File: config.mk
export PLATFORM = sky130hd
export DESIGN_NAME = clsr_top
export DESIGN_NICKNAME = d
export VERILOG_FILES = /design/src/clsr_pkg.sv /design/src/clsr_top.sv /design/src/clsr_sync.sv /design/src/clsr_byte_pair.sv
export SDC_FILE = /design/constraint.sdc
export NUM_CORES = 1
export LEC_CHECK = 0
export BUFFER_PORTS_ARGS = -buffer_cell sky130_fd_sc_hd__buf_4
export CORE_ASPECT_RATIO = 1.4
export CORE_MARGIN = 1
export CORE_UTILIZATION = 51
export DETAILED_ROUTE_END_ITERATION = 7
export GPL_ROUTABILITY_DRIVEN = 0
export PLACE_DENSITY = 0.77
export SYNTH_ARGS = -nofsm -noshare
export SYNTH_HDL_FRONTEND = slang
export SYNTH_HIERARCHICAL = 1
export SYNTH_SLANG_ARGS = --single-unit
File: constraint.sdc
create_clock -name clock -period 2.78 [get_ports clock]
set_input_delay 0.278 -clock clock [delete_from_list [all_inputs] [get_ports clock]]
set_output_delay 0.278 -clock clock [all_outputs]
set_load 0.02 [all_outputs]
File: src/clsr_pkg.sv
// package: offsets, fields, defaults and carriers of the setpoint bank
package clsr_pkg;

   // byte addresses of the setpoint bank
   localparam logic [7:0] CLSR_OFS_OCL_LOW  = 8'h08;
   localparam logic [7:0] CLSR_OFS_IVL_LOW  = 8'h0A;
   localparam logic [7:0] CLSR_OFS_IVL_HIGH = 8'h0B;
   localparam logic [7:0] CLSR_OFS_MSV_LOW  = 8'h0C;
   localparam logic [7:0] CLSR_OFS_MSV_HIGH = 8'h0D;

   // input voltage limit field layout
   localparam int CLSR_IVL_LO_POS   = 6;  // low byte bits 7..6 = code 1..0
   localparam int CLSR_IVL_HI_W     = 6;  // high byte bits 5..0 = code 7..2
   localparam int CLSR_IVL_RSV_POS  = 6;  // high byte bits 7..6 reserved
   localparam logic [7:0] CLSR_IVL_CODE_RST = 8'h00;

   // weights and offsets in mV
   localparam logic [15:0] CLSR_IVL_LSB_MV     = 16'h0040; // 64 mV
   localparam logic [15:0] CLSR_IVL_MSB_MV     = 16'h2000; // 8192 mV
   localparam logic [15:0] CLSR_IVL_OFFSET_MV  = 16'h0C80; // 3.2 V
   localparam logic [15:0] CLSR_IVL_DEFAULT_MV = 16'h0500; // 1.28 V
   localparam logic [15:0] CLSR_MSV_LSB_MV     = 16'h0064; // 100 mV
   localparam logic [15:0] CLSR_MSV_MSB_MV     = 16'h3200; // 12800 mV

   // accepted minimum system voltage codes: 1.0 V .. 23.0 V
   localparam logic [7:0] CLSR_MSV_CODE_MIN = 8'h0A;
   localparam logic [7:0] CLSR_MSV_CODE_MAX = 8'hE6;
   localparam logic [7:0] CLSR_MSV_CODE_RST = 8'h00;

   // cell-count strap defaults (codes of 100 mV)
   localparam logic [7:0] CLSR_MSV_DEF_1S = 8'h24; // 3.6 V
   localparam logic [7:0] CLSR_MSV_DEF_2S = 8'h42; // 6.6 V
   localparam logic [7:0] CLSR_MSV_DEF_3S = 8'h5C; // 9.2 V
   localparam logic [7:0] CLSR_MSV_DEF_4S = 8'h7B; // 12.3 V
   localparam logic [7:0] CLSR_MSV_DEF_5S = 8'h9A; // 15.4 V
   localparam int CLSR_STRAP_W = 3;

   // reserved bytes read back as zero
   localparam logic [7:0] CLSR_RSV_READ = 8'h00;

   // one byte access from the serial host controller
   typedef struct packed
   {
      logic       wr;
      logic       rd;
      logic [7:0] addr;
      logic [7:0] wdata;
   } clsr_req_s;

   // setpoints handed to the regulation loops
   typedef struct packed
   {
      logic [15:0] ivl_threshold_mv;
      logic [15:0] min_system_mv;
   } clsr_setpoint_s;

   typedef enum logic [1:0] {CLSR_ST_SETTLE, CLSR_ST_LOAD, CLSR_ST_RUN}
      clsr_state_e;

endpackage

File: src/clsr_top.sv
// setpoint register bank of the charge controller: input voltage limit,
// minimum system voltage and the reserved output current limit low byte
//
// Contract
// - input voltage code is 8 bits, split 6 high / 2 low; 64 mV LSB.
// - threshold adds a fixed 3.2 V to the weighted input voltage code.
// - input below threshold enters regulation and reduces charge current.
// - until programmed, threshold sits 1.28 V below no-load bus voltage.
// - reserved low-byte bits of the setpoints are ignored on write.
// - minimum system voltage is the high byte code, 100 mV LSB, no offset.
// - nonzero minimum system voltage writes below 1.0 V or above 23.0 V dropped.
// - reset clears minimum system voltage; start-up then loads it from the cell-count strap.
// - writing zero to minimum system voltage restores the strap default.
`timescale 1ns/1ns
module clsr_top
(
   input  wire logic                       clock,
   input  wire logic                       rst,
   input  wire clsr_pkg::clsr_req_s        req,
   output logic [7:0]                      rdata,
   output logic                            rvalid,
   output logic                            invalid_write,
   output logic                            msv_write_dropped,
   input  wire logic [2:0]                 cell_count_strap,
   input  wire logic [15:0]                vbus_mv,
   input  wire logic [15:0]                vbus_noload_mv,
   output clsr_pkg::clsr_setpoint_s        setpoint,
   output logic                            input_voltage_regulation,
   output logic                            charge_current_reduce
);
   import clsr_pkg::*;

   // strap level after two flops
   logic [CLSR_STRAP_W-1:0] strap_sync;

   // byte pairing outputs
   logic        ivl_commit;
   logic [15:0] ivl_word;
   logic        msv_commit;
   logic [15:0] msv_word;

   // decoded write strobes
   logic ivl_lo_wr;
   logic ivl_hi_wr;
   logic ivl_hi_bad;
   logic msv_lo_wr;
   logic msv_hi_wr;

   // register state
   logic [7:0]     ivl_code_r, ivl_code_nxt;
   logic           ivl_prog_r, ivl_prog_nxt;
   logic [7:0]     msv_code_r, msv_code_nxt;
   logic [7:0]     msv_def_r, msv_def_nxt;
   clsr_state_e    state_r, state_nxt;
   logic           settle_r, settle_nxt;
   logic           dropped_r, dropped_nxt;
   logic           invalid_r, invalid_nxt;

   // read port state
   logic [7:0]     rdata_r, rdata_nxt;
   logic           rvalid_r, rvalid_nxt;

   // regulation outputs
   clsr_setpoint_s sp_r, sp_nxt;
   logic           ivreg_r, ivreg_nxt;
   logic [15:0]    ivl_mv;
   logic [15:0]    msv_mv;
   logic [15:0]    def_mv;
   logic [7:0]     strap_def;
   logic [7:0]     msv_new;

   // the strap pin is asynchronous to this clock
   clsr_sync #(.W(CLSR_STRAP_W)) u_strap_sync
   (
      .clock (clock),
      .rst   (rst),
      .pin   (cell_count_strap),
      .level (strap_sync)
   );

   // address decode of the byte bus
   always_comb
   begin
      ivl_lo_wr  = req.wr && (req.addr == CLSR_OFS_IVL_LOW);
      ivl_hi_bad = req.wr && (req.addr == CLSR_OFS_IVL_HIGH)
                   && (req.wdata[7:CLSR_IVL_RSV_POS] != 2'b00);
      // a high byte with reserved ones set is refused outright
      ivl_hi_wr  = req.wr && (req.addr == CLSR_OFS_IVL_HIGH)
                   && !ivl_hi_bad;
      msv_lo_wr  = req.wr && (req.addr == CLSR_OFS_MSV_LOW);
      msv_hi_wr  = req.wr && (req.addr == CLSR_OFS_MSV_HIGH);
   end

   // input voltage limit byte pair
   clsr_byte_pair u_ivl_pair
   (
      .clock  (clock),
      .rst    (rst),
      .lo_wr  (ivl_lo_wr),
      .hi_wr  (ivl_hi_wr),
      .wdata  (req.wdata),
      .commit (ivl_commit),
      .word   (ivl_word)
   );

   // minimum system voltage byte pair
   clsr_byte_pair u_msv_pair
   (
      .clock  (clock),
      .rst    (rst),
      .lo_wr  (msv_lo_wr),
      .hi_wr  (msv_hi_wr),
      .wdata  (req.wdata),
      .commit (msv_commit),
      .word   (msv_word)
   );

   // strap to default code; unknown straps fall back to one cell
   always_comb
   begin
      case (strap_sync)
         3'h2:    strap_def = CLSR_MSV_DEF_2S;
         3'h3:    strap_def = CLSR_MSV_DEF_3S;
         3'h4:    strap_def = CLSR_MSV_DEF_4S;
         3'h5:    strap_def = CLSR_MSV_DEF_5S;
         default: strap_def = CLSR_MSV_DEF_1S;
      endcase
   end

   // start-up sequence: let the synchroniser fill, then catch the strap
   always_comb
   begin
      state_nxt   = state_r;
      settle_nxt  = settle_r;
      msv_def_nxt = msv_def_r;
      case (state_r)
         CLSR_ST_SETTLE:
         begin
            settle_nxt = 1'b1;
            if (settle_r)
               state_nxt = CLSR_ST_LOAD;
         end
         CLSR_ST_LOAD:
         begin
            msv_def_nxt = strap_def;
            state_nxt   = CLSR_ST_RUN;
         end
         CLSR_ST_RUN:
            state_nxt = CLSR_ST_RUN;
         default:
            state_nxt = CLSR_ST_SETTLE;
      endcase
   end

   // input voltage code: reserved low six bits never stored
   always_comb
   begin
      ivl_code_nxt = ivl_code_r;
      ivl_prog_nxt = ivl_prog_r;
      invalid_nxt  = ivl_hi_bad;
      if (ivl_commit)
      begin
         ivl_code_nxt = {ivl_word[8 +: CLSR_IVL_HI_W],
                         ivl_word[CLSR_IVL_LO_POS +: 2]};
         ivl_prog_nxt = 1'b1;
      end
   end

   // minimum system voltage: low byte is discarded whole
   always_comb
   begin
      msv_new      = msv_word[15:8];
      msv_code_nxt = msv_code_r;
      dropped_nxt  = 1'b0;
      if (state_r == CLSR_ST_LOAD)
         msv_code_nxt = strap_def;
      else if (msv_commit)
      begin
         if (msv_new == 8'h00)
            msv_code_nxt = msv_def_r;
         else if ((msv_new < CLSR_MSV_CODE_MIN)
                  || (msv_new > CLSR_MSV_CODE_MAX))
            dropped_nxt = 1'b1;
         else
            msv_code_nxt = msv_new;
      end
   end

   // setpoints in mV; widths fit since 3200 + 255*64 and 255*100 < 2^16
   always_comb
   begin
      ivl_mv = CLSR_IVL_OFFSET_MV
               + 16'(ivl_code_r * CLSR_IVL_LSB_MV);
      msv_mv = 16'(msv_code_r * CLSR_MSV_LSB_MV);
      // clamp so a dead bus does not wrap to a huge threshold
      if (vbus_noload_mv > CLSR_IVL_DEFAULT_MV)
         def_mv = vbus_noload_mv - CLSR_IVL_DEFAULT_MV;
      else
         def_mv = 16'h0000;
   end

   // regulation flag follows the live bus each cycle
   always_comb
   begin
      sp_nxt.ivl_threshold_mv = ivl_prog_r ? ivl_mv : def_mv;
      sp_nxt.min_system_mv    = msv_mv;
      ivreg_nxt = (vbus_mv < sp_r.ivl_threshold_mv);
   end

   // read port: committed values only, staged bytes stay hidden
   always_comb
   begin
      rvalid_nxt = req.rd;
      rdata_nxt  = rdata_r;
      if (req.rd)
      begin
         case (req.addr)
            CLSR_OFS_IVL_LOW:
               rdata_nxt = {ivl_code_r[1:0], 6'h00};
            CLSR_OFS_IVL_HIGH:
               rdata_nxt = {2'b00, ivl_code_r[7:2]};
            CLSR_OFS_MSV_HIGH:
               rdata_nxt = msv_code_r;
            default:
               rdata_nxt = CLSR_RSV_READ;
         endcase
      end
   end

   // start-up sequencer flops
   always_ff @(posedge clock or posedge rst)
   begin
      if (rst)
      begin
         state_r   <= CLSR_ST_SETTLE;
         settle_r  <= 1'b0;
         msv_def_r <= CLSR_MSV_CODE_RST;
      end
      else
      begin
         state_r   <= state_nxt;
         settle_r  <= settle_nxt;
         msv_def_r <= msv_def_nxt;
      end
   end

   // input voltage code flops; the refusal flag is a pulse, never held
   always_ff @(posedge clock or posedge rst)
   begin
      if (rst)
      begin
         ivl_code_r <= CLSR_IVL_CODE_RST;
         ivl_prog_r <= 1'b0;
         invalid_r  <= 1'b0;
      end
      else
      begin
         ivl_code_r <= ivl_code_nxt;
         ivl_prog_r <= ivl_prog_nxt;
         invalid_r  <= invalid_nxt;
      end
   end

   // minimum system voltage flops
   always_ff @(posedge clock or posedge rst)
   begin
      if (rst)
      begin
         msv_code_r <= CLSR_MSV_CODE_RST;
         dropped_r  <= 1'b0;
      end
      else
      begin
         msv_code_r <= msv_code_nxt;
         dropped_r  <= dropped_nxt;
      end
   end

   // read port flops
   always_ff @(posedge clock or posedge rst)
   begin
      if (rst)
      begin
         rdata_r  <= 8'h00;
         rvalid_r <= 1'b0;
      end
      else
      begin
         rdata_r  <= rdata_nxt;
         rvalid_r <= rvalid_nxt;
      end
   end

   // setpoint and regulation flops
   always_ff @(posedge clock or posedge rst)
   begin
      if (rst)
      begin
         sp_r    <= '0;
         ivreg_r <= 1'b0;
      end
      else
      begin
         sp_r    <= sp_nxt;
         ivreg_r <= ivreg_nxt;
      end
   end

   // outputs straight from flops
   assign rdata                    = rdata_r;
   assign rvalid                   = rvalid_r;
   assign invalid_write            = invalid_r;
   assign msv_write_dropped        = dropped_r;
   assign setpoint                 = sp_r;
   assign input_voltage_regulation = ivreg_r;
   assign charge_current_reduce    = ivreg_r;
endmodule

File: src/clsr_sync.sv
// two-flop synchroniser for a pin level
`timescale 1ns/1ns
module clsr_sync #(parameter int W = 1)
(
   input  wire logic         clock,
   input  wire logic         rst,
   input  wire logic [W-1:0] pin,
   output logic      [W-1:0] level
);
   logic [W-1:0] meta_r;
   logic [W-1:0] meta_nxt;
   logic [W-1:0] level_r;
   logic [W-1:0] level_nxt;

   // first stage feeds only the second
   always_comb
   begin
      meta_nxt  = pin;
      level_nxt = meta_r;
   end

   always_ff @(posedge clock or posedge rst)
   begin
      if (rst)
      begin
         meta_r  <= '0;
         level_r <= '0;
      end
      else
      begin
         meta_r  <= meta_nxt;
         level_r <= level_nxt;
      end
   end

   assign level = level_r;
endmodule

File: src/clsr_byte_pair.sv
// joins two byte writes into one 16-bit setpoint update
`timescale 1ns/1ns
module clsr_byte_pair
(
   input  wire logic        clock,
   input  wire logic        rst,
   input  wire logic        lo_wr,
   input  wire logic        hi_wr,
   input  wire logic [7:0]  wdata,
   output logic             commit,
   output logic [15:0]      word
);
   logic [7:0] lo_r, lo_nxt;
   logic [7:0] hi_r, hi_nxt;
   logic       lo_seen_r, lo_seen_nxt;
   logic       hi_seen_r, hi_seen_nxt;
   logic       commit_r, commit_nxt;

   // either order; a byte written twice keeps its latest value
   always_comb
   begin
      lo_nxt      = lo_wr ? wdata : lo_r;
      hi_nxt      = hi_wr ? wdata : hi_r;
      lo_seen_nxt = lo_seen_r | lo_wr;
      hi_seen_nxt = hi_seen_r | hi_wr;
      commit_nxt  = 1'b0;
      if (lo_seen_nxt && hi_seen_nxt)
      begin
         commit_nxt  = 1'b1;
         lo_seen_nxt = 1'b0;
         hi_seen_nxt = 1'b0;
      end
   end

   always_ff @(posedge clock or posedge rst)
   begin
      if (rst)
      begin
         lo_r      <= 8'h00;
         hi_r      <= 8'h00;
         lo_seen_r <= 1'b0;
         hi_seen_r <= 1'b0;
         commit_r  <= 1'b0;
      end
      else
      begin
         lo_r      <= lo_nxt;
         hi_r      <= hi_nxt;
         lo_seen_r <= lo_seen_nxt;
         hi_seen_r <= hi_seen_nxt;
         commit_r  <= commit_nxt;
      end
   end

   assign commit = commit_r;
   assign word   = {hi_r, lo_r};
endmodule

# Word level (Yosys, flattened, before mapping)
# Index checks and enable logic that the tools add are counted.
# classes
addsub	2
n_mul	1
n_div	0
n_lt_le_gt_ge	4
n_eq_ne	12
shift	0
n_mux	20
bitwise_logic	4
reduce_logical	16
# ops
op	count
equality test 8 x 4 -> 1 bit, second input constant	4
2-to-1 mux 16 bit	2
2-to-1 mux 8 bit	4
one-hot mux 8 bit (4 select lines)	1
one-hot mux 8 bit (3 select lines)	1
greater-than comparator 16 x 11 -> 1 bit, second input constant	1
less-than comparator 16 bit	1
subtractor 16 x 11 -> 16 bit, second input constant	1
adder 12 x 14 -> 15 bit, first input constant	1
multiplier 8 x 5 -> 13 bit, second input constant	1
2-to-1 mux 1 bit	10
greater-than comparator 8 bit, second input constant	1
logical AND 1 bit	8
zero test 8 bit	1
less-than comparator 8 x 4 -> 1 bit, second input constant	1
equality test 3 x 2 -> 1 bit, second input constant	2
equality test 3 bit, second input constant	2
bitwise OR 1 bit	4
one-hot mux 2 bit (2 select lines)	1
nonzero test 2 bit	2
inequality test 3 bit, second input constant	1
equality test 2 x 1 -> 1 bit, second input constant	1
equality test 2 bit, second input constant	1
zero test 2 bit	1
other kinds (6)	6
# totals
register_bits	103
latchBits	0
ram_bits	0
rom_bits	0
inputBits	55
output_inout_bits	45
word_cells	83
mem_count	0

# Logic depth before layout (Yosys ltp)
# Gate-level depths: netlist of the first run.
# depth
ltp_word	8
ltp_mapped	10
depth_no_buf	10

# Hierarchy
# The synthesis of the first run kept the hierarchy.
# by_module_without_submodules
mod	n_inst	cells_per_inst	area_per_inst_um2	seq_area_each_um2
clsr_top	1	376	3945.0	1701.6
clsr_byte_pair	2	43	763.2	475.5
clsr_sync	1	7	153.9	150.1

# Worst setup path after synthesis of the first run
# OpenSTA, ideal clock, no wires.
# synth_path
kind	register to register
startpoint	register msv_code_r[2]
endpoint	register sp_r (netlist bit setpoint[14])
setup_ns	0.134
t_arrival_ns	2.586
required_ns	2.646
slack_ns	0.060
stages_incl_launch_ff	10
path_buffers	0
synth_period_minus_slack_ns	2.720
cell_sequence	dfrtp_1 ha_1 ha_1 fa_1 ha_1 nor2b_1 o21ai_0 a21oi_1 o41ai_1 xnor2_1
# synth_via
elab_chain_len	1
# synth_rtl
item	line	source
start: declaration	clsr_top.sv:52	logic [7:0] msv_code_r, msv_code_nxt;
start signal: assignment	clsr_top.sv:274	msv_code_r <= msv_code_nxt;
multiplier 8 x 5 -> 13 bit	clsr_top.sv:194	msv_mv = 16'(msv_code_r * CLSR_MSV_LSB_MV);
net msv_mv[14]	clsr_top.sv:67	logic [15:0] msv_mv;
end signal: assignment	clsr_top.sv:304	sp_r <= sp_nxt;
end: declaration	clsr_top.sv:64	clsr_setpoint_s sp_r, sp_nxt;
# The timed path passes the listed nets, and every way through them passes these cells.
# A chain may end at the register's enable or synchronous reset.

# Worst setup path in the final report of the first run
# Ends and elaborated chain as after synthesis.

==> results of run 1 <==
==> metal layers <==
metal	vias up	share of wire
met3	20	0.045
met4	0	0.025
met5	-	0
li1	1741	-
met1	1773	0.39
met2	110	0.54
==> path summary, 6_finish.rpt <==
check	endpoint	slack [ps]
min in group asynchronous	u_strap_sync/level_nxt[1]	430
max reg2reg	setpoint[14]	120
max in group asynchronous	ivl_code_r[4]	1470
min	u_strap_sync/level_nxt[0]	40
min reg2reg	u_strap_sync/level[0]	350
max	setpoint[14]	120
==> flip-flops by register name (all words and copies together) (netlist names), 2 cells and up <==
signal,flops
ivl_code_r,8
msv_code_r,8
msv_def_r,7
rdata,8
setpoint,29
state_r,2
u_ivl_pair/hi_r,6
u_ivl_pair/lo_r,2
u_msv_pair/hi_r,8
u_strap_sync/level,3
u_strap_sync/level_nxt,3
==> power by group through the flow <==
stage / sequential (mW) / combinational [mW] / clock, mW
2_1_floorplan: 1.68 / 0.369 / 0
3_3_place_gp: 1.59 / 0.756 / 0
3_5_place_dp: 1.59 / 0.780 / 0
4_1_cts: 1.57 / 0.805 / 1.22
5_1_grt: 1.58 / 0.908 / 1.28
6_report: 1.57 / 0.829 / 1.21
==> layout make-up <==
cell class                 count  area share
clock buffer                  12     0.03970
clock inverter                 3    0.006852
inverter                      44     0.02660
multi-input combinational    282      0.3831
sequential                    96      0.3869
tap                          110     0.02217
timing repair buffer         111      0.1346
==> layout by cell type, fill, tap and decap left out, drive strengths merged, types with 11 or more instances in the layout <==
cell / n
mux2: 23
nor2: 26
inv: 44
clkbuf: 12
dfrtp: 96
ha: 50
o21ai: 18
xnor2: 12
a21oi: 11
nand2: 17
buf: 110
==> metrics by stage <==
stage	hold WS (ps)	utilization	area, µm²	worst slack (ps)
after floorplan	68.96	-	4992	60.07
after global placement	237.5	0.6173	5839	28.94
after detailed placement	241.7	0.6173	5839	-74.51
after CTS	31.75	0.6521	6168	15.36
after global routing	31.67	0.6563	6208	14.15
final	39.53	0.6563	6208	117.1
==> timing repair <==
action	CTS	global route
endpoints found under the hold margin	47	0
pin swaps	6	2
cloned	0	0
resized for setup	6	6
endpoints found under the setup margin	1	3
hold buffers	1	0
==> results.md, run 1 <==
- The run finished with clean final reports.
- The critical path depth in cells is 11.
- The reg-to-reg critical path startpoint is msv_code_r[2].
- The final hold violation count is 0.
- The cell count after placement is between 600 and 700.
- The number of clock buffers inserted by TritonCTS is 9.
- At the end of the flow, the number of nets in the layout was 652.
- The root buffer cell chosen for the clock tree is sky130_fd_sc_hd__clkbuf_16.
- The starting density of the core is 0.5270.
- The number of cell instances on the worst register-to-register path is 11.
- Of the cells placed in the final design, the portion with a size suffix greater than 1 is 0.3029.
- For this block, the via count after detailed routing is roughly 3600.
- The highest ir drop seen on vdd is approximately 0.34 mV.
- The worst clock skew is roughly 6.4 ps.
- The family of cells with the greatest summed delay on the critical path is adder cells.
- The design internal power is 2.626 mW.
- The final count of negative-setup-slack endpoints is 0.
- Counting every instance in the synthesized netlist gives ~440.
- The final setup TNS is 0 ps.
- The maximum buffer depth of the clock tree is 2.
- The clock latency reported for the late side of the worst-skew pair is 340 ps.
- The part of the total power dissipated in combinational logic is 0.230.
- Of the total power, the share spent switching nets is 0.2708.
- In this design, the stage delay of the slowest critical-path cell is around 400 ps.
- For this design the static power due to leakage is just over 3 nW.
- The met2 track demand over resource is 0.3935.
- The via count of the first global-routing pass is roughly 3600.
- The measured slew at the worst slew-check pin is just over 600 ps.
- The maximum clock frequency is between 300 and 400 MHz.
- The hold path startpoint is cell_count_strap[0].
- The first global-routing pass estimated approximately 17 mm of wire.
- The critical path data required time is 3000 ps.
- The share of total power dissipated in sequential elements is 0.435.
- The tool flagged a number of max-cap violations equal to 0.
- The sort of element at the start of the critical path is a register.
- The core region area is approximately 9500 µm².
- The number of vias per cell after detailed routing is ~5.5.
- The buffers inserted during post-CTS setup optimization is 0.
- The count of port buffers added during placement is 96.
- The tree built by TritonCTS fans out to between 90 and 100 sinks.
- The number of routed nets with antenna violations is 0.
- The number of rows in the core area is 42.
- The average routed wire per standard cell is between 15 and 20 µm.
- The highest-delay cell along the critical path is sky130_fd_sc_hd__fa_2.
- The total global routing overflow is 0.
- In this run the worst path has a maximum fanout of 2.
- The remaining design rule violation count is 0.
- Setup repair after global routing left no endpoint under its margin.
- The met3 track utilization from global routing is 0.03326.
- The antenna diode count is 0.
- The peak-usage layer in the global routing report is met2.
- The die height is between 100 and 150 µm.
- The total die area is just over 10000 µm².
- In this run the tightest slew margin relative to its limit is 0.5958.
- The netlist area before placement is 4985 µm².
- The class of the tightest hold or removal check is in -> reg.
- Of the total power, the clock network draws 0.335.
- In this run the mean area of a mapped cell was between 10 and 15 µm².
- The signal on the critical path passes through buf_4, ha_1, ha_2, ha_4, inv_1, fa_2, nor2b_1, o21ai_2, a21oi_2, o41ai_2, xnor2_1.
- Compared with the post-synthesis result, the final layout area differs by 24.55%.
- The final-report max-slew violation count came to 0.
- The maximum level of the CTS H-tree is 3.
- The number of iterations in the first detailed-routing pass is 4.
- The area of combinational cells with multiple inputs is between 2000 and 2500 µm².
- The met1 demand-to-capacity share in global routing is 0.2484.
- Total power for the finished layout comes to roughly 3.6 mW.
- The setup path with the least slack is of type reg -> reg.
- Across every metal layer, demand over resource in global routing totals 0.2168.
- The register clock-pin slew on the reported worst setup and hold paths is around 60 ps.
- 100 I/O pins were placed.
- After layout, the minimum clock period comes to approximately 2700 ps.
- The nature of the critical path endpoint is a register.
- The TritonCTS clock tree is done.
- Of the available clock period, the critical path in the final layout requires 0.9579.
- The filler cell count in the final layout is just over 700.
- The startpoint of the most critical setup path is msv_code_r[2].
- The initial DRC count is ~160.
- The net switching power is between 0.9 and 1 mW.
- The non-filler instance count after layout is around 660.
- Power spread over the standard cell area amounts to slightly below 600 nW/µm².
- The number of antenna violations at the first check in global routing is 0.
- The detailed placer's ending HPWL is just over 8 mm.
- The floorplan die width is around 86 µm.
- STA puts the critical path data arrival time at 2880 ps.
- Counting both buffers and inverters, the worst setup path holds a total of 2.
- The pin count of the biggest net entering global routing is 31.
- For this run, the number of Yosys warnings is 6.
- Counting instances, the worst hold path has a depth of 1.
- The area occupied by registers is approximately 2400 µm².
- Wires add up to around 11 mm.
(Power assumes the default switching activity.)
==> run 2: changes to the inputs <==
--- a/config.mk
+++ b/config.mk
@@ -12,6 +12,8 @@
 export DETAILED_ROUTE_END_ITERATION = 7
 export GPL_ROUTABILITY_DRIVEN = 0
 export PLACE_DENSITY = 0.77
+export RECOVER_POWER = 100
+export SKIP_CTS_REPAIR_TIMING = 1
 export SYNTH_ARGS = -nofsm -noshare
 export SYNTH_HDL_FRONTEND = slang
 export SYNTH_HIERARCHICAL = 1
==> run 2 against run 1 <==
Effect of this change:
- global-route usage is 0.13 points lower
- clock skew decreased by 0.54 ps
- critical path type unchanged
- die area unchanged
- non-clock buffer count grew 1
- sequential share of layout area shrank 0.44 points
- highest routed layer unchanged
==> results.md, run 2 (synthesis results as in run 1) <==
- The worst hold path belongs to the class in -> reg.
- The buffer cell driving the clock tree root is sky130_fd_sc_hd__clkbuf_16.
- STA puts the critical path data required time at 2990 ps.
- The top cell types in the final layout, fill and taps aside, are sky130_fd_sc_hd__buf_4 (102), sky130_fd_sc_hd__dfrtp_1 (96), sky130_fd_sc_hd__inv_1 (43).
- Across the VDD grid, the largest voltage drop is between 0.3 and 0.4 mV.
- The worst register-to-register path begins at msv_code_r[2].
- The final hold violation count came to 0.
- The measured slew at the worst slew-check pin is around 600 ps.
- The die covers 10180 µm².
- The via count of the first global-routing pass came to 3619.
- The library cell used most frequently in the layout, excluding fill and tap cells, is sky130_fd_sc_hd__buf_4.
- The all-layer global routing usage is 0.2155.
- From synthesis to final layout, the design area changed by 25.98%.
- In this run the remaining antenna-violating nets after routing total 0.
- The overall power consumption is ~3.7 mW.
- The filler cell count in the final layout is between 700 and 800.
- The clock latency reported for the late side of the worst-skew pair is approximately 340 ps.
- The register clock-pin slew on the reported worst setup and hold paths is 60 ps.
- The register with the most flip-flops in the layout has 29 of them.
- The final-report max-slew violation count was 0.
- The worst setup path is of the reg -> reg kind.
- In this run the worst setup path begins at msv_code_r[2].
- The hold path startpoint is cell_count_strap[0].
- Pin placement for this block handled 100 I/O pins.
- The number of clock buffers inserted by TritonCTS is 9.
- The maximum level of the CTS H-tree is 3.
- The instance area at placement is between 5000 and 6000 µm².
- The post-route clock period utilization is 0.9832.
- The relative slew slack is 0.5858.
- In this run the power density over the cells is around 580 nW/µm².
- The nature of the critical path endpoint is a register.
- In the final design database the tool counted 653 nets.
- The TritonCTS clock tree is done.
- The antenna diode count is 0.
- The share of the core filled with cells in the final layout is 0.6639.
- STA classifies the critical path startpoint as a register.
- Along the worst path, the maximum fanout reaches 2.
- Hold is met by slightly above 60 ps.
- Summed over all cells, the static leakage comes to 3.110 nW.
- The floorplan die width is about 86 µm.
- The remaining design rule violation count is 0.
- The clock passes through at most 2 buffers.
- Based on the critical path, the design can be clocked at up to between 300 and 400 MHz.
- The detailed placer's ending HPWL is around 8.2 mm.
- The total global routing overflow is 0.
- The worst clock skew is 5.872 ps.
- The count of port buffers added during placement is 96.
- The critical path arrival is approximately 2900 ps.
- The number of rows in the core area is between 40 and 50.
- The number of max-cap violations is 0.
- The first TritonRoute pass finished after 5 iterations.
- The starting density of the core is 0.5270.
- The time the worst path needs with I/O delays and setup is between 2000 and 3000 ps.
- The fraction of final layout cells with drive strength greater than 1 is 0.3078.
- The initial DRC count is between 200 and 250.
- The die is between 100 and 150 µm tall.
- The number of antenna violations at the first check in global routing was 0.
- The vias after detailed routing is 3729.
- In the final layout, the multi-input gates occupy around 2400 µm².
- The run finished with clean final reports.
- The number of clock sinks is 96.
- Setup repair after global routing could not meet its margin everywhere.
- The average routed wire per standard cell is 16.57 µm.
- The core region area is 9459 µm².
- The post-detailed-routing wire length is 10.92 mm.
- In the final layout, flip-flops and latches occupy approximately 2400 µm².
- Entering global routing, the biggest net connects 31 pins.
- The number of vias per cell after detailed routing is between 5 and 6.
- The final design instance area without fill is ~6300 µm².
- The first global-routing pass estimated approximately 17 mm of wire.
- The final count of negative-setup-slack endpoints is 0.
[run 2: changes by cell type in the layout (fill, tap and decap cells not counted), moves of 3 or more]
cell and delta:
sky130_fd_sc_hd__ha_4 +5, sky130_fd_sc_hd__clkbuf_1 +3, sky130_fd_sc_hd__clkbuf_4 +3, sky130_fd_sc_hd__buf_6 +3
sky130_fd_sc_hd__ha_1 -4, sky130_fd_sc_hd__buf_4 -8
[run 2: power by group]
part	internal (mW)	total, mW	switching (mW)
registers	1.51	1.57	0.0622
logic	0.436	0.882	0.446
clock network	0.715	1.20	0.486
[run 2: final timing paths]
kind | endpoint | slack [ps] | depth (start not counted)
max | setpoint[14] | 50 | 11
max reg2reg | setpoint[14] | 50 | 11
min | u_strap_sync/level_nxt[0] | 60 | 1
min in group asynchronous | u_strap_sync/level_nxt[1] | 460 | 3
min reg2reg | u_strap_sync/level[0] | 350 | 0
max in group asynchronous | ivl_prog_r | 1470 | 4
[run 2: cell type report]
type	count	area share
multi-input cells	282	0.3889
flip-flops and latches	96	0.3825
repair buffers	112	0.1343
clock buffers	12	0.03925
inverters	44	0.02630
well taps	110	0.02192
clock inverters	3	0.006774
[run 2: critical path, cell delays in order (launching register included)]
cell and delay (ps):
sky130_fd_sc_hd__dfrtp_1 420, sky130_fd_sc_hd__buf_6 140, sky130_fd_sc_hd__ha_4 220, sky130_fd_sc_hd__ha_4 160, sky130_fd_sc_hd__fa_1 550, sky130_fd_sc_hd__ha_4 220
sky130_fd_sc_hd__buf_4 130, sky130_fd_sc_hd__nor2b_1 140, sky130_fd_sc_hd__o21ai_2 140, sky130_fd_sc_hd__a21oi_2 90, sky130_fd_sc_hd__o41ai_2 280, sky130_fd_sc_hd__xnor2_1 120
[run 2: metrics by stage]
stage               TNS, ps  setup WS (ps)  std cells
finish                    0          46.67        659
global placement          0          28.94        642
detailed placement   -74.51         -74.51        642
global route         -94.72         -49.42        659
CTS                  -204.9         -204.9        657
floorplan                 0          60.07        439
[run 2: per-layer routing]
| layer | wire length, µm | vias to the layer above | GRT usage |
|---|---|---|---|
| met5 | 0 | - | 0 |
| met4 | 284 | 0 | 0.09583 |
| met3 | 568 | 23 | 0.03326 |
| met2 | 5963 | 147 | 0.3885 |
| met1 | 4104 | 1817 | 0.2488 |
| li1 | - | 1742 | - |
==> run 3: changes to the inputs <==
--- a/config.mk
+++ b/config.mk
@@ -11,7 +11,7 @@
 export CORE_UTILIZATION = 51
 export DETAILED_ROUTE_END_ITERATION = 7
 export GPL_ROUTABILITY_DRIVEN = 0
-export PLACE_DENSITY = 0.77
+export PLACE_DENSITY = 0.74
 export RECOVER_POWER = 100
 export SKIP_CTS_REPAIR_TIMING = 1
 export SYNTH_ARGS = -nofsm -noshare
==> run 3 against run 2 <==
Effect of this change:
- die area unchanged
- global-route usage increased by 0.51 points
- critical endpoint is now setpoint[13]
- largest cell class unchanged
- clock-buffer cell count decreased by 1
- non-clock buffer count decreased by 2
- critical path depth decreased by 2
- first-iteration DRC count increased by 5.5%
- maximum frequency increased by 1.1%
- hold slack got worse by 0.63 ps
- combinational power decreased by 4.2%
- worst setup slack improved by 30 ps
==> results.md, run 3 (synthesis results as in run 1) <==
- The HPWL after detailed placement is 8.469 mm.
- The clock tree synthesis step divided the H-tree into 3 levels.
- With fillers left out, the area of the finished cells amounts to roughly 6300 µm².
- The maximum clock frequency is 369.9 MHz.
- The number of routed nets with antenna violations is 0.
- The share of the core filled with cells in the final layout is 0.6702.
- Among all stages on the critical path, the largest delay is contributed by sky130_fd_sc_hd__fa_1.
- The buffer cell driving the clock tree root is sky130_fd_sc_hd__clkbuf_16.
- After floorplanning, the core was divided into between 40 and 50 placement rows.
- From synthesis to final layout, the design area changed by 27.18%.
- Leaving out fill and tap cells, the most frequent cells in the layout are sky130_fd_sc_hd__buf_4 (99), sky130_fd_sc_hd__dfrtp_1 (95), sky130_fd_sc_hd__inv_1 (43).
- The number of ports placed on the die boundary is 100.
- The number of max-cap violations is 0.
- The number of cell instances on the worst register-to-register path is 9.
- The final count of negative-setup-slack endpoints is 0.
- The starting density of the core is 0.5270.
- The via count of the first global-routing pass is between 3000 and 4000.
- Entering global routing, the biggest net connects 43 pins.
- After clock tree synthesis, the clock-pin slew on the worst setup and hold paths is ~60 ps.
- Together, buffers and inverters on the worst path number 1.
- The antenna diode count is 0.
- The core region area is between 9000 and 10000 µm².
- The worst setup path is launched from a register.
- The final hold violation count is 0.
- STA classifies the critical path endpoint as a register.
- After detailed placement, the design holds a cell count of 640.
- For this design the ratio of total power to cell area is 618.7 nW/µm².
- The final-report max-slew violation count is 0.
- The category of the critical setup timing path is reg -> reg.
- The post-route clock period utilization is 0.9725.
- The largest single stage delay on the critical path is between 500 and 600 ps.
- Along the worst hold path, the cell count comes to 1.
- The post-detailed-routing wire length is about 11 mm.
- The TritonCTS clock tree is done.
- Data arrives at the worst endpoint at ~2900 ps.
- Dividing the detail-routed via count by the number of cells gives between 5 and 6.
- The critical path data required time is 3000 ps.
- The average routed wire per standard cell is between 15 and 20 µm.
- The die height is 119.0 µm.
- The register with the most flip-flops in the layout has 29 of them.
- The area of combinational cells with multiple inputs is around 2400 µm².
- The critical path goes through ha_2, ha_2, fa_1, ha_4, buf_6, a211oi_4, nor2_2, o41ai_2, xnor2_1.
- For this run, the number of standard cells in the final layout without fillers is approximately 660.
- The floorplan step defined a die boundary enclosing ~10000 µm².
- After layout, the minimum clock period comes to approximately 2700 ps.
- The highest ir drop seen on vdd is between 0.4 and 0.5 mV.
- The internal reg-to-reg setup slack is ~76 ps.
- The number of clock sinks is 96.
- The reg-to-reg critical path startpoint is msv_code_r[2].
- The floorplan die width is roughly 86 µm.
- The worst clock skew is 5.887 ps.
- No sink is reached through more buffers than the 2 on the longest clock path.
- The critical-path maximum fanout is 4.
- The first TritonRoute pass finished after 4 iterations.
- The clock latency reported for the late side of the worst-skew pair is approximately 340 ps.
- The number of antenna violations at the first check in global routing is 0.
- The final setup TNS is 0 ps.
- The total global routing overflow is 0.
- The routed layout has ~3600 vias.
- The relative slew slack is 0.5905.
- The flow ran to the end, and the final reports show no timing, DRC or antenna violations.
- The endpoint of the worst hold-timing path is u_strap_sync/level_nxt[1].
- The remaining design rule violation count is 0.
- The overall power consumption is roughly 4 mW.
- The count of port buffers added during placement is 96.
- The most frequent standard cell in the layout excluding fill and tap cells is sky130_fd_sc_hd__buf_4.
- The fraction of final layout cells with drive strength greater than 1 is 0.3066.
- The min-delay analysis places its worst path in the category in -> reg.
- The most numerous cell type found on the critical path is sky130_fd_sc_hd__ha_2.
- The hold path startpoint is cell_count_strap[1].
- The area occupied by registers is 2404 µm².
- The capturing point of the worst reg2reg path is setpoint[13].
- The initial DRC count is 212.
- The all-layer global routing usage is 0.2206.
- The number of clock buffers inserted by TritonCTS is 9.
- After filler insertion, the fill cell instance count of the layout stands at 691.
- Summing all placed instances gives a cell area of between 5000 and 6000 µm².
- On the critical path the largest part of the delay comes from adder cells.
- The leakage power total is about 3.1 nW.
- The first global-routing pass estimated approximately 17 mm of wire.
- The measured slew at the worst slew-check pin is between 600 and 700 ps.
- The final layout contains about 650 nets.
[run 3: cell count changes in the layout (fill, tap and decap cells not counted), moves of 2 or more]
cell	before	now
sky130_fd_sc_hd__ha_2	0	2
sky130_fd_sc_hd__ha_4	8	6
sky130_fd_sc_hd__bufinv_16	1	4
sky130_fd_sc_hd__buf_4	102	99
[run 3: worst max path at each step]
stage	startpoint	to	slack (ps)	cells after the start
global placement	msv_code_r[2]	setpoint[14]	10	9
finish	msv_code_r[2]	setpoint[13]	80	9
global route	msv_code_r[2]	setpoint[12]	-20	10
CTS	msv_code_r[2]	setpoint[14]	-100	9
floorplan	msv_code_r[2]	setpoint[14]	60	9
detailed placement	msv_code_r[2]	setpoint[14]	-80	9
[run 3: worst register-to-register path, cell delays in order, from the launching register on]
cell and delay, ps:
sky130_fd_sc_hd__dfrtp_2 440, sky130_fd_sc_hd__ha_2 280, sky130_fd_sc_hd__ha_2 190, sky130_fd_sc_hd__fa_1 540, sky130_fd_sc_hd__ha_4 210, sky130_fd_sc_hd__buf_6 120
sky130_fd_sc_hd__a211oi_4 240, sky130_fd_sc_hd__nor2_2 70, sky130_fd_sc_hd__o41ai_2 370, sky130_fd_sc_hd__xnor2_1 120
[run 3: metrics by stage]
step,setup slack (ps),hold WS (ps)
after floorplan,60.07,68.96
after CTS,-96.52,-126.7
after global placement,11.16,234.5
after global routing,-23.68,57.47
final,76.45,61.45
after detailed placement,-77.53,236.2
[run 3: cell type report]
cell class / instances / share of cell area
Clock buffer: 11 / 0.03829
Clock inverter: 5 / 0.02013
Inverter: 44 / 0.02605
Multi-Input combinational cell: 282 / 0.3821
Sequential cell: 96 / 0.3791
Tap cell: 110 / 0.02171
Timing Repair Buffer: 110 / 0.1326
[run 3: per-layer routing]
layer,track usage,vias to the layer above,part of all wire
met1,0.2497,1765,0.38
met2,0.4025,108,0.55
li1,-,1732,-
met4,0.09479,0,0.020
met3,0.03742,16,0.047
met5,0,-,0
[run 3: report_power, final]
part           internal (mW)  total (mW)  leakage (nW)  switching (mW)
clock                  0.995        1.51         0.176           0.512
sequential              1.51        1.57          1.22          0.0634
combinational          0.411       0.845          1.74           0.434
